--- config.mk ---
export PLATFORM = sky130hd
export DESIGN_NAME = homseq_top
export DESIGN_NICKNAME = d
export VERILOG_FILES = /design/src/common/homseq_pkg.sv /design/src/rtl/homseq_sync.sv /design/src/rtl/homseq_ms_timer.sv /design/src/rtl/homing_sequencer.sv
export VERILOG_INCLUDE_DIRS = /design/src /design/src/common
export SDC_FILE = /design/constraint.sdc
export NUM_CORES = 1
export LEC_CHECK = 0
export BUFFER_PORTS_ARGS = -buffer_cell sky130_fd_sc_hd__buf_2
export CAP_MARGIN = 10
export CORE_AREA = 2 2 192 194
export CTS_BUF_LIST = sky130_fd_sc_hd__clkbuf_4 sky130_fd_sc_hd__clkbuf_8
export DETAILED_ROUTE_END_ITERATION = 6
export DIE_AREA = 0 0 194 196
export MAX_ROUTING_LAYER = met4
export PLACE_DENSITY = 0.54
export SYNTH_ARGS = -nofsm -noshare
export SYNTH_HDL_FRONTEND = slang
export SYNTH_SLANG_ARGS = --single-unit
export TNS_END_PERCENT = 5
--- constraint.sdc ---
create_clock -name clk -period 5.1 [get_ports clk]
set_input_delay 0.765 -clock clk [delete_from_list [all_inputs] [get_ports clk]]
set_output_delay 0.765 -clock clk [all_outputs]
set_load 0.02 [all_outputs]
--- src/common/homseq_map.svh ---
// Notes on behaviour
// Method field picks origin method 0..4, latched at restart.
// Homing request with method 0 raises method-unspecified error instead.
// Direction setting, live: 0 forward, 1 reverse.
// Incremental encoder: origin value loaded into position on completion.
// Absolute encoder: origin value is encoder-to-machine offset.
// Absolute encoder: absolute origin value loaded into position on completion; homing here does not start while abs_encoder is high.
// Movement speed live, 1..199,999,999 units of 1,000/min, default 1,000.
// Approach speed same range; use depends on method.
// Creep speed same range; switch point depends on method.
// After creep, move final distance; stop point becomes origin.
// Negative final distance reverses direction after creep switch.
// Pressing homing limits torque to set percent and presses into stop.
// Press detect time 0..10,000 ms from press start to motor stop.
// Hold pressed for press time, then travel final distance opposite.
// Pressing homing: speed above overspeed level raises alarm.
// Request active starts homing; inactive halts it.
// Request again while halted resumes where stopped.
// Jog or mode change while halted cancels homing.
// Method 0 fixes origin at power-up position, no motion.
// Position-ready asserted when homing completes.
// Host selects mode 1 (mode input inactive) before homing.
// Method 1: decel switch active changes movement to approach speed.
// Request, jog, mode and decel inputs synchronised before use.
// Press times measured with millisecond tick from clock.
`ifndef HOMSEQ_MAP_SVH
`define HOMSEQ_MAP_SVH
`define HOMSEQ_CLK_HZ        20000000
`define HOMSEQ_MS_PER_S      1000
`define HOMSEQ_TICK_CYCLES   (`HOMSEQ_CLK_HZ / `HOMSEQ_MS_PER_S)
`define HOMSEQ_POS_LIMIT     32'sd1073741823
`define HOMSEQ_SPEED_MAX     28'd199999999
`define HOMSEQ_SPEED_DEF     28'd1000
`define HOMSEQ_OVSPD_DEF     28'd2000
`define HOMSEQ_TORQ_DEF      7'd25
`define HOMSEQ_TORQ_MAX      7'd100
`define HOMSEQ_TORQ_FULL     7'd100
`define HOMSEQ_TIME_DEF      14'd250
`define HOMSEQ_TIME_MAX      14'd10000
`define HOMSEQ_METH_NONE     3'h0
`define HOMSEQ_METH_DEC_IDX  3'h1
`define HOMSEQ_METH_DEC      3'h2
`define HOMSEQ_METH_IDX      3'h3
`define HOMSEQ_METH_PRESS    3'h4
`endif

--- src/common/homseq_pkg.sv ---
package homseq_pkg;
	typedef enum logic [3:0] {
		HS_IDLE,
		HS_MOVE,
		HS_APPROACH,
		HS_CREEP,
		HS_FINAL,
		HS_PRESS,
		HS_HOLD,
		HS_DONE
	} homseq_state_t;
	typedef logic signed [31:0] homseq_pos_t;
	typedef logic [27:0] homseq_speed_t;
endpackage : homseq_pkg

--- src/rtl/homseq_sync.sv ---
`timescale 1ns/10ps
module homseq_sync #(
	parameter int WIDTH = 5
) (
	// Clock and reset
	input  wire logic             clk,
	input  wire logic             resetn,
	// Data
	input  wire logic [WIDTH-1:0] async_in,
	output logic      [WIDTH-1:0] sync_out
);
	logic [WIDTH-1:0] stage1;

	always_ff @(posedge clk or negedge resetn) begin
		if (!resetn) begin
			stage1   <= '0;
			sync_out <= '0;
		end else begin
			stage1   <= async_in;
			sync_out <= stage1;
		end
	end
endmodule : homseq_sync

--- src/rtl/homseq_ms_timer.sv ---
`timescale 1ns/10ps
`include "homseq_map.svh"
module homseq_ms_timer #(
	parameter int TICK_CYCLES = `HOMSEQ_TICK_CYCLES
) (
	// Clock and reset
	input  wire logic        clk,
	input  wire logic        resetn,
	// Control
	input  wire logic        start,
	input  wire logic        run,
	input  wire logic [13:0] limit_ms,
	output logic             expired
);
	logic [15:0] cyc;
	logic [13:0] ms;
	wire         tick = (cyc == 16'(TICK_CYCLES - 1));

	// Counts whole milliseconds while run is high
	always_ff @(posedge clk or negedge resetn) begin
		if (!resetn) begin
			cyc <= 16'h0;
			ms  <= 14'h0;
		end else if (start) begin
			cyc <= 16'h0;
			ms  <= 14'h0;
		end else if (run) begin
			cyc <= tick ? 16'h0 : cyc + 16'h1;
			if (tick && ms != limit_ms)
				ms <= ms + 14'h1;
		end
	end

	// Not masked by start: the owner restarts the count from expired
	assign expired = (ms >= limit_ms);
endmodule : homseq_ms_timer

--- src/rtl/homing_sequencer.sv ---
`timescale 1ns/10ps
`include "homseq_map.svh"
module homseq_top
	import homseq_pkg::*;
#(
	parameter int TICK_CYCLES = `HOMSEQ_TICK_CYCLES
) (
	// Clock and reset
	input  wire logic          clk,
	input  wire logic          resetn,
	// Host discrete inputs
	input  wire logic          home_req,
	input  wire logic          jog_forward_req,
	input  wire logic          jog_reverse_req,
	input  wire logic          mode_sel_in,
	input  wire logic          decel_switch_in,
	// Drive feedback
	input  wire logic          index_pulse,
	input  wire logic          abs_encoder,
	input  wire homseq_speed_t motor_speed,
	input  wire homseq_pos_t   encoder_position,
	input  wire homseq_pos_t   travelled,
	input  wire logic          torque_at_limit,
	// Settings
	input  wire logic [2:0]    homing_method_sel,
	input  wire logic          homing_direction_sel,
	input  wire homseq_pos_t   origin_position_value,
	input  wire homseq_pos_t   abs_origin_value,
	input  wire homseq_speed_t homing_move_speed,
	input  wire homseq_speed_t homing_approach_speed,
	input  wire homseq_speed_t homing_creep_speed,
	input  wire homseq_pos_t   final_travel_distance,
	input  wire logic [6:0]    press_torque_limit,
	input  wire logic [13:0]   press_detect_time,
	input  wire logic [13:0]   press_hold_time,
	input  wire homseq_speed_t press_overspeed_level,
	// Motion command
	output logic               motion_run,
	output logic               motion_reverse,
	output homseq_speed_t      speed_cmd,
	output logic [6:0]         torque_limit_out,
	output logic               distance_start,
	output homseq_pos_t        distance_target,
	output logic               position_load,
	output homseq_pos_t        position_load_value,
	output homseq_pos_t        machine_position,
	// Status
	output logic               position_ready_out,
	output logic               homing_halted,
	output logic               method_unspecified_err,
	output logic               press_overspeed_alarm
);
	homseq_state_t state, next_state, resume_state;
	logic [2:0]    method;
	logic          method_loaded;
	logic          req_d, mode_d, halted;
	logic [4:0]    sync_bus;
	logic          s_req, s_jog_forward_req, s_jog_reverse_req, s_mode, s_dec;
	logic          timer_start, det_exp, hold_exp;

	homseq_sync #(.WIDTH(5)) u_sync (
		.clk     (clk),
		.resetn  (resetn),
		.async_in({home_req, jog_forward_req, jog_reverse_req, mode_sel_in, decel_switch_in}),
		.sync_out(sync_bus)
	);
	assign {s_req, s_jog_forward_req, s_jog_reverse_req, s_mode, s_dec} = sync_bus;

	wire req_rise  = s_req && !req_d;
	wire req_fall  = !s_req && req_d;
	wire mode_chg  = s_mode != mode_d;
	wire cancel    = halted && (s_jog_forward_req || s_jog_reverse_req || mode_chg);
	wire mode_ok   = !s_mode;
	wire dist_neg  = final_travel_distance[31];
	wire pressing  = (method == `HOMSEQ_METH_PRESS);
	wire in_motion = (state != HS_IDLE) && (state != HS_DONE);
	// Distance feedback is stale until the restart pulse has been seen
	wire final_hit = !distance_start &&
		(travelled >= (dist_neg ? -final_travel_distance : final_travel_distance));

	function automatic homseq_state_t first_state(input logic [2:0] m);
		case (m)
			`HOMSEQ_METH_DEC_IDX: first_state = HS_MOVE;
			`HOMSEQ_METH_DEC:     first_state = HS_APPROACH;
			`HOMSEQ_METH_IDX:     first_state = HS_APPROACH;
			`HOMSEQ_METH_PRESS:   first_state = HS_PRESS;
			default:              first_state = HS_IDLE;
		endcase
	endfunction : first_state

	// Method captured once after reset release
	always_ff @(posedge clk or negedge resetn) begin
		if (!resetn) begin
			method        <= `HOMSEQ_METH_NONE;
			method_loaded <= 1'b0;
		end else if (!method_loaded) begin
			method        <= homing_method_sel;
			method_loaded <= 1'b1;
		end
	end

	always_comb begin
		next_state = state;
		case (state)
			HS_IDLE:
				if (req_rise && mode_ok && method_loaded && !abs_encoder)
					next_state = first_state(method);
			HS_MOVE:
				if (s_dec)
					next_state = HS_APPROACH;
			HS_APPROACH:
				if ((method == `HOMSEQ_METH_DEC_IDX && index_pulse) ||
				    (method == `HOMSEQ_METH_DEC && s_dec) ||
				    (method == `HOMSEQ_METH_IDX && index_pulse))
					next_state = HS_CREEP;
			HS_CREEP:
				next_state = HS_FINAL;
			HS_FINAL:
				if (final_hit)
					next_state = HS_DONE;
			HS_PRESS:
				if (det_exp)
					next_state = HS_HOLD;
			HS_HOLD:
				if (hold_exp)
					next_state = HS_CREEP;
			HS_DONE:
				next_state = HS_DONE;
			default:
				next_state = HS_IDLE;
		endcase
	end

	always_ff @(posedge clk or negedge resetn) begin
		if (!resetn) begin
			state        <= HS_IDLE;
			resume_state <= HS_IDLE;
			halted       <= 1'b0;
			req_d        <= 1'b0;
			mode_d       <= 1'b0;
		end else begin
			req_d  <= s_req;
			mode_d <= s_mode;
			if (cancel) begin
				halted <= 1'b0;
				state  <= HS_IDLE;
			end else if (halted) begin
				if (req_rise) begin
					halted <= 1'b0;
					state  <= resume_state;
				end
			end else if (in_motion && req_fall) begin
				halted       <= 1'b1;
				resume_state <= state;
			end else begin
				state <= next_state;
			end
		end
	end

	assign timer_start = (state == HS_IDLE) || (state == HS_PRESS && det_exp);

	homseq_ms_timer #(.TICK_CYCLES(TICK_CYCLES)) u_timer (
		.clk     (clk),
		.resetn  (resetn),
		.start   (timer_start),
		.run     ((state == HS_PRESS || state == HS_HOLD) && !halted),
		.limit_ms(state == HS_HOLD ? press_hold_time : press_detect_time),
		.expired (hold_exp)
	);
	assign det_exp = hold_exp;

	wire homseq_speed_t next_speed =
		(state == HS_MOVE)                          ? homing_move_speed :
		(state == HS_APPROACH || state == HS_PRESS) ? homing_approach_speed :
		(state == HS_CREEP || state == HS_FINAL)    ? homing_creep_speed :
		28'h0;
	wire flip_final = pressing ? !dist_neg : dist_neg;
	wire next_rev = homing_direction_sel ^ ((state == HS_CREEP || state == HS_FINAL) && flip_final);
	wire next_run = in_motion && !halted && state != HS_HOLD;
	wire next_err = method_unspecified_err || (req_rise && method == `HOMSEQ_METH_NONE && method_loaded);
	wire next_ovs = press_overspeed_alarm ||
		(pressing && in_motion && motor_speed > press_overspeed_level);
	wire homing_done = (state == HS_FINAL) && final_hit && !halted && !cancel && !req_fall;
	wire power_up_origin = !method_loaded && homing_method_sel == `HOMSEQ_METH_NONE;
	wire homseq_pos_t load_val = abs_encoder ? abs_origin_value : origin_position_value;

	always_ff @(posedge clk or negedge resetn) begin
		if (!resetn) begin
			motion_run             <= 1'b0;
			motion_reverse         <= 1'b0;
			speed_cmd              <= 28'h0;
			torque_limit_out       <= `HOMSEQ_TORQ_FULL;
			distance_start         <= 1'b0;
			distance_target        <= 32'sh0;
			position_load          <= 1'b0;
			position_load_value    <= 32'sh0;
			machine_position       <= 32'sh0;
			position_ready_out     <= 1'b0;
			method_unspecified_err <= 1'b0;
			press_overspeed_alarm  <= 1'b0;
		end else begin
			motion_run             <= next_run;
			motion_reverse         <= next_rev;
			speed_cmd              <= next_speed;
			torque_limit_out       <= (pressing && in_motion) ? press_torque_limit : `HOMSEQ_TORQ_FULL;
			distance_start         <= (state == HS_CREEP) && !halted;
			distance_target        <= final_travel_distance;
			position_load          <= homing_done || power_up_origin;
			position_load_value    <= power_up_origin ? encoder_position : load_val;
			machine_position       <= abs_encoder ? encoder_position + origin_position_value : encoder_position;
			position_ready_out     <= position_ready_out || homing_done || power_up_origin;
			method_unspecified_err <= next_err;
			press_overspeed_alarm  <= next_ovs;
		end
	end
	assign homing_halted = halted;

	a_err_on_none: assert property (@(posedge clk) disable iff (!resetn)
		(req_rise && method_loaded && method == `HOMSEQ_METH_NONE) |=> method_unspecified_err)
		else $error("method error not raised");
	a_halt_stops: assert property (@(posedge clk) disable iff (!resetn)
		(in_motion && req_fall && !cancel && !halted) |=> ##1 !motion_run)
		else $error("motion kept running after halt");
	a_resume_state: assert property (@(posedge clk) disable iff (!resetn)
		(halted && req_rise && !cancel) |=> state == $past(resume_state))
		else $error("resume lost its place");
	a_cancel_idle: assert property (@(posedge clk) disable iff (!resetn)
		cancel |=> state == HS_IDLE && !halted)
		else $error("cancel did not return idle");
	a_ready_done: assert property (@(posedge clk) disable iff (!resetn)
		homing_done |=> position_ready_out && position_load)
		else $error("ready not raised at completion");
	a_dec_approach: assert property (@(posedge clk) disable iff (!resetn)
		(state == HS_MOVE && s_dec && !halted && !req_fall && !cancel) |=> state == HS_APPROACH)
		else $error("decel switch ignored");
	a_torque_press: assert property (@(posedge clk) disable iff (!resetn)
		(state == HS_PRESS) |=> torque_limit_out == $past(press_torque_limit))
		else $error("press torque not applied");
	a_move_speed: assert property (@(posedge clk) disable iff (!resetn)
		(state == HS_MOVE) |=> speed_cmd == $past(homing_move_speed))
		else $error("movement speed wrong");
	a_ovs_alarm: assert property (@(posedge clk) disable iff (!resetn)
		(pressing && in_motion && motor_speed > press_overspeed_level) |=> press_overspeed_alarm)
		else $error("overspeed not flagged");
	a_load_value: assert property (@(posedge clk) disable iff (!resetn)
		(homing_done && !abs_encoder) |=> position_load_value == $past(origin_position_value))
		else $error("origin not loaded");

	c_done: cover property (@(posedge clk) disable iff (!resetn) homing_done);
	c_resume: cover property (@(posedge clk) disable iff (!resetn) halted && req_rise);
	c_cancel: cover property (@(posedge clk) disable iff (!resetn) cancel);
	c_press_hold: cover property (@(posedge clk) disable iff (!resetn) state == HS_HOLD && hold_exp);
endmodule : homseq_top

==> results of run 1 <==
-- cell families (layout without fill, tap and decap cells) --
family / Yosys count / after routing / synth area share
other cells: 1 / 9 / 0.000319
xor+xnor: 85 / 85 / 0.0633
flops: 193 / 193 / 0.411
simple gates: 302 / 302 / 0.133
fa+ha+maj: 109 / 109 / 0.117
compound gates: 281 / 281 / 0.163
mux: 84 / 84 / 0.0752
buf+inv: 114 / 604 / 0.0367
-- placed cells by master (no fill, tap or decap), types with 10 or more instances in the layout --
cell type	synthesis	routed
nand3_1	10	10
ha_1	108	108
buf_2	3	484
nand2_1	95	95
nand4_1	22	22
o31ai_1	10	10
nor2_1	63	61
and3_1	15	15
a21oi_1	59	58
inv_1	75	75
buf_4	0	10
o21a_1	12	12
a21o_1	42	42
clkbuf_8	0	21
nor2b_1	11	11
dfrtp_1	190	190
mux2i_1	49	49
xor2_1	42	42
a222oi_1	28	28
o21ai_0	73	73
mux2_2	35	35
xnor2_1	43	43
nor3_1	20	20
-- stage by stage --
step / total power [mW] / utilization
2_1_floorplan: 3.10 / -
3_3_place_gp: 3.80 / 0.409
3_5_place_dp: 3.84 / 0.409
4_1_cts: 4.95 / 0.420
5_1_grt: 5.24 / 0.421
6_report: 4.89 / 0.421
-- routing by layer --
| metal | global-route usage | vias to the layer above | routed length, µm |
|---|---|---|---|
| met1 | 0.245 | 4971 | 16100 |
| met4 | 0.0435 | 0 | 394 |
| met5 | - | - | 0 |
| li1 | - | 5199 | - |
| met3 | 0.0464 | 22 | 1930 |
| met2 | 0.319 | 271 | 18200 |
-- worst max-delay path: stages --
cell      delay, ns
buf_2          0.13
or3_4          0.41
nor4_4         0.18
buf_4          0.17
nand2b_4       0.05
or4_4          0.44
or2_1          0.27
nand2b_4       0.16
o41ai_4        0.23
xor2_1         0.11
ha_1           0.31
nand4_1        0.13
nor3_1         0.32
o21ai_0        0.15
o211ai_1       0.10
a31oi_1        0.07
xnor2_1        0.19
a31oi_2        0.31
mux2_2         0.38
-- how the worst max path moves through the flow --
| stage | to | startpoint | slack [ns] | depth (start not counted) |
|---|---|---|---|---|
| detailed placement | state[1] | final_travel_distance[11] | 0.02 | 18 |
| floorplan | state[0] | final_travel_distance[11] | 0.58 | 17 |
| global route | state[0] | final_travel_distance[11] | 0.29 | 18 |
| CTS | state[1] | final_travel_distance[11] | 0.59 | 18 |
| global placement | state[0] | final_travel_distance[11] | 0.09 | 18 |
| finish | state[1] | final_travel_distance[11] | 0.56 | 19 |
-- registers in the layout, indices dropped and copies added (netlist names) --
name and cells:
torque_limit_out 7, req_d 1, motion_reverse 1, u_timer.cyc 16, speed_cmd 28, position_load_value 32
u_sync.sync_out 5, position_load 1, mode_d 1, resume_state 4, position_ready_out 1, distance_target 32
press_overspeed_alarm 1, u_timer.ms 14, method_loaded 1, machine_position 32, state 4, distance_start 1
method 3, method_unspecified_err 1, u_sync.stage1 5, motion_run 1, homing_halted 1
-- synthesized netlist by cell type (all sizes together) (4+ instances only) --
master	number	area share
or2	7	0.0037
inv	75	0.024
o211ai	7	0.0045
mux2	35	0.034
a21oi	59	0.025
o2111ai	4	0.0030
nor2b	11	0.0059
dfrtp	190	0.40
clkbuf	30	0.0096
a31oi	6	0.0037
buf	9	0.0032
o21ai	75	0.032
or3	9	0.0052
mux2i	49	0.042
nand3	10	0.0043
or4	4	0.0032
a211o	6	0.0045
a21o	42	0.027
a211oi	4	0.0026
nand2	95	0.030
nor3b	7	0.0045
a222oi	28	0.024
nor4	12	0.0087
and2	6	0.0032
o41ai	6	0.0061
and3	15	0.0080
o21a	12	0.0077
ha	108	0.11
and4	4	0.0030
nor2	64	0.021
o31ai	10	0.0064
xor2	42	0.031
nand4	22	0.012
nor3	21	0.0099
xnor2	43	0.032
nand2b	10	0.0072
-- cell type report --
class,count,area [µm²]
Antenna cell,8,20.0
Clock buffer,24,305
Clock inverter,7,100
Fill cell,3627,20900
Inverter,75,282
Multi-Input combinational cell,862,6520
Sequential cell,193,4830
Tap cell,468,586
Timing Repair Buffer,498,2560
-- power by group through the flow --
stage	clock network [mW]	logic (mW)	registers (mW)
floorplan	0	0.985	2.12
global placement	0	1.90	1.90
detailed placement	0	1.94	1.90
CTS	1.13	1.94	1.87
global route	1.19	2.14	1.90
finish	1.08	1.93	1.87
==> metrics.csv, run 1 <==
metric,value,unit
h-tree-depth,4,
num_vias,10463,
dieArea,38000,µm²
area_growth,29.4,%
syn-cell-area,11800,µm²
finClkSkew,0.0121,ns
switching_share,0.380,
powerDensity,321,nW/µm²
clkTransAtPathRegs,0.10,ns
outcome,"finished, final reports clean",
rr_startpoint,state[1],
worstPathMaxFanout,4,
slew_headroom,0.318,
drtIter0Drc,499,
cts_tree,built,
worstSetupPathType,in2reg,
pwr-share-clk,0.221,
min_period_over_period,0.890,
fmax,220,MHz
intPower,3.03,mW
hpwl,28.9,mm
final_max_slew_viol_count,0,
hold_buffers,0,
placed_cell_area,14800,µm²
cp.arrival,4.91,ns
setup-violations-final,0,
finalSetupTns,0,ns
dr.pass1.iters,7,
timing.rr.end,u_timer.ms[8],
ys.flop_type,dfrtp_1,
hold_viol_final,0,
dpl.cell_count,2094,
comb_power_share,0.396,
antenna_found_initial,8,
power.share.sequential,0.383,
setup_ws,0.562,ns
required,5.47,ns
finalNetCount,2105,
rsz0062_at_grt,false,
r2r_slack,0.79,ns
syn_nets,1627,
grt_pass1_vias,10458,
drive_gt1_frac,0.362,
final.min_clock_period,4.54,ns
die_h,196,µm
synth_warnings,0,
cts.path.max_buffers,2,
synth_edf_count,0,
final_antenna_net_count,0,
wirelength,36.6,mm
drc,0,
grt_use_total,0.195,
maxCapViolations,0,
ios,488,
ir_drop,0.204,mV
syn_avg_cell_area,10.1,µm²
wl_per_cell,17.1,µm
grt_max_degree,115,
synth_cell_types,71,
end_kind,flip-flop,
finalInstanceArea,15200,µm²
whs,0.310,ns
hold_class,in2async,
p_leak,7.84,nW
core_region_area,36100,µm²
dp_slack,0.0248,ns
grt_overflow_total,0,
die_x,194,µm
clock_sinks,193,
switching_power,1.86,mW
async_flop_share,1.00,
worst-r2r-cell-count,12,
crit_path_start_kind,primary input,
instances_no_fill,2135,
ctsResizeCount,0,
rows,70,
cts_root_buf,clkbuf_8,
vias_per_cell,4.90,
gp_congestion,0.896,
worstMarginPinSlew,1.02,ns
ys_ff_latch,193,
netlist_instances,1169,
grt_pass1_wl,56.9,mm
clock_latency,0.47,ns
synth-seq-area-share,0.411,
cts_setup_buffers,0,
start_util,0.326,
numPortBuffers,486,
cts-buffers-inserted,17,
Note: power is estimated with default switching activity, not from simulation.
==> run 2, diff against run 1 <==
--- a/config.mk
+++ b/config.mk
@@ -8,12 +8,13 @@
 export LEC_CHECK = 0
 export BUFFER_PORTS_ARGS = -buffer_cell sky130_fd_sc_hd__buf_2
 export CAP_MARGIN = 10
-export CORE_AREA = 2 2 192 194
+export CORE_AREA = 5 5 184 186
 export CTS_BUF_LIST = sky130_fd_sc_hd__clkbuf_4 sky130_fd_sc_hd__clkbuf_8
 export DETAILED_ROUTE_END_ITERATION = 6
-export DIE_AREA = 0 0 194 196
+export DIE_AREA = 0 0 189 191
 export MAX_ROUTING_LAYER = met4
-export PLACE_DENSITY = 0.54
+export PLACE_DENSITY = 0.6
+export REMOVE_ABC_BUFFERS = 1
 export SYNTH_ARGS = -nofsm -noshare
 export SYNTH_HDL_FRONTEND = slang
 export SYNTH_SLANG_ARGS = --single-unit
==> metrics.csv, run 2 (synthesis results as in run 1) <==
metric,value,unit
outcome,finished with violations,
violations,design-rule violations,
required,5.48,ns
num_vias,10517,
clock_latency,0.48,ns
h-tree-depth,4,
finClkSkew,0.0147,ns
wirelength,36.3,mm
cp.arrival,4.89,ns
dp_slack,0.0948,ns
wl_per_cell,17.5,µm
final.min_clock_period,4.51,ns
worstPathMaxFanout,4,
hold_buffers,0,
die_h,191,µm
powerDensity,322,nW/µm²
cts-buffers-inserted,17,
total_power,4.88,mW
worstSetupPathType,in2reg,
drive_gt1_frac,0.363,
largest_registers,"distance_target x32, machine_position x32, position_load_value x32",
setup_ws,0.592,ns
rows,66,
dieArea,36100,µm²
cts.path.max_buffers,2,
cpPeakStageDelay,0.48,ns
hold_viol_final,0,
critPathMostFrequentCell,a21o_1,
die_x,189,µm
instances_no_fill,2078,
clock_sinks,193,
grt_use_total,0.201,
setup-violations-final,0,
core_region_area,32100,µm²
end_kind,flip-flop,
fmax,222,MHz
cp_top_family,simple AND/OR/NAND/NOR gates,
crit_slowest_cell,or4_4,
worstMarginPinSlew,1.24,ns
finalNetCount,2107,
cts_root_buf,clkbuf_8,
placed_cell_area,14700,µm²
start_util,0.366,
ctsResizeCount,0,
hold_class,in2async,
finalInstanceArea,15200,µm²
drc,4,
vias_per_cell,5.06,
fin_util,0.472,
dpl.cell_count,2037,
whs,0.305,ns
antenna_found_initial,9,
final_common_cell,buf_2,
ios,488,
final_antenna_net_count,0,
gp_congestion,0.855,
clkTransAtPathRegs,0.11,ns
min_period_over_period,0.884,
numPortBuffers,486,
cts_tree,built,
p_leak,7.85,nW
ir_drop,0.207,mV
final_max_slew_viol_count,0,
finalSetupTns,0,ns
path_cells,buf_2 > or3_4 > nor4_4 > nand4_1 > or4_4 > or2_2 > o31ai_1 > xor2_1 > ha_1 > a21o_1 > a21o_1 > a21oi_1 > o21a_1 > o211ai_1 > a31oi_1 > xnor2_1 > a31oi_2 > mux2_2,
cp_num_buf_inv,1,
most-common-layout-cells,"buf_2, dfrtp_1, ha_1",
grt_overflow_total,0,
area_growth,28.9,%
hpwl,29.7,mm
grt_pass1_wl,56.7,mm
maxCapViolations,0,
grt_pass1_vias,10833,
rsz0062_at_grt,false,
crit_path_start_kind,primary input,
drtIter0Drc,451,
slew_headroom,0.175,
dr.pass1.iters,7,
cts_setup_buffers,0,
grt_max_degree,86,
[run 2: per-layer routing]
metal | wire length (µm) | vias to the layer above | GRT usage
met5 | 0 | - | -
met4 | 456 | 0 | 0.0471
met3 | 2240 | 27 | 0.0477
met2 | 18300 | 296 | 0.345
met1 | 15400 | 4982 | 0.242
li1 | - | 5212 | -
[run 2: path summary, 6_finish.rpt]
path | startpoint | slack [ns] | to | depth (start not counted)
max | final_travel_distance[11] | 0.59 | state[0] | 18
min | resetn | 0.30 | position_load_value[9] | 1
max reg2reg | state[2] | 0.91 | u_timer.cyc[14] | 11
min reg2reg | u_sync.stage1[1] | 0.36 | u_sync.sync_out[1] | 0
max in group asynchronous | resetn | 3.71 | torque_limit_out[5] | 2
min in group clk | u_sync.stage1[1] | 0.36 | u_sync.sync_out[1] | 0
[run 2: cell type report]
class                      count  area, µm²
clock inverter                14        166
sequential                   193       4830
inverter                      75        282
timing repair buffer         500       2570
clock buffer                  18        248
tap                          408        510
multi-input combinational    862       6520
fill                        3141      17000
antenna                        8       20.0
[run 2: power breakdown]
part	total, mW	internal, mW	switching [mW]
Sequential	1.85	1.76	0.0921
Clock	1.06	0.465	0.599
Combinational	1.96	0.775	1.19
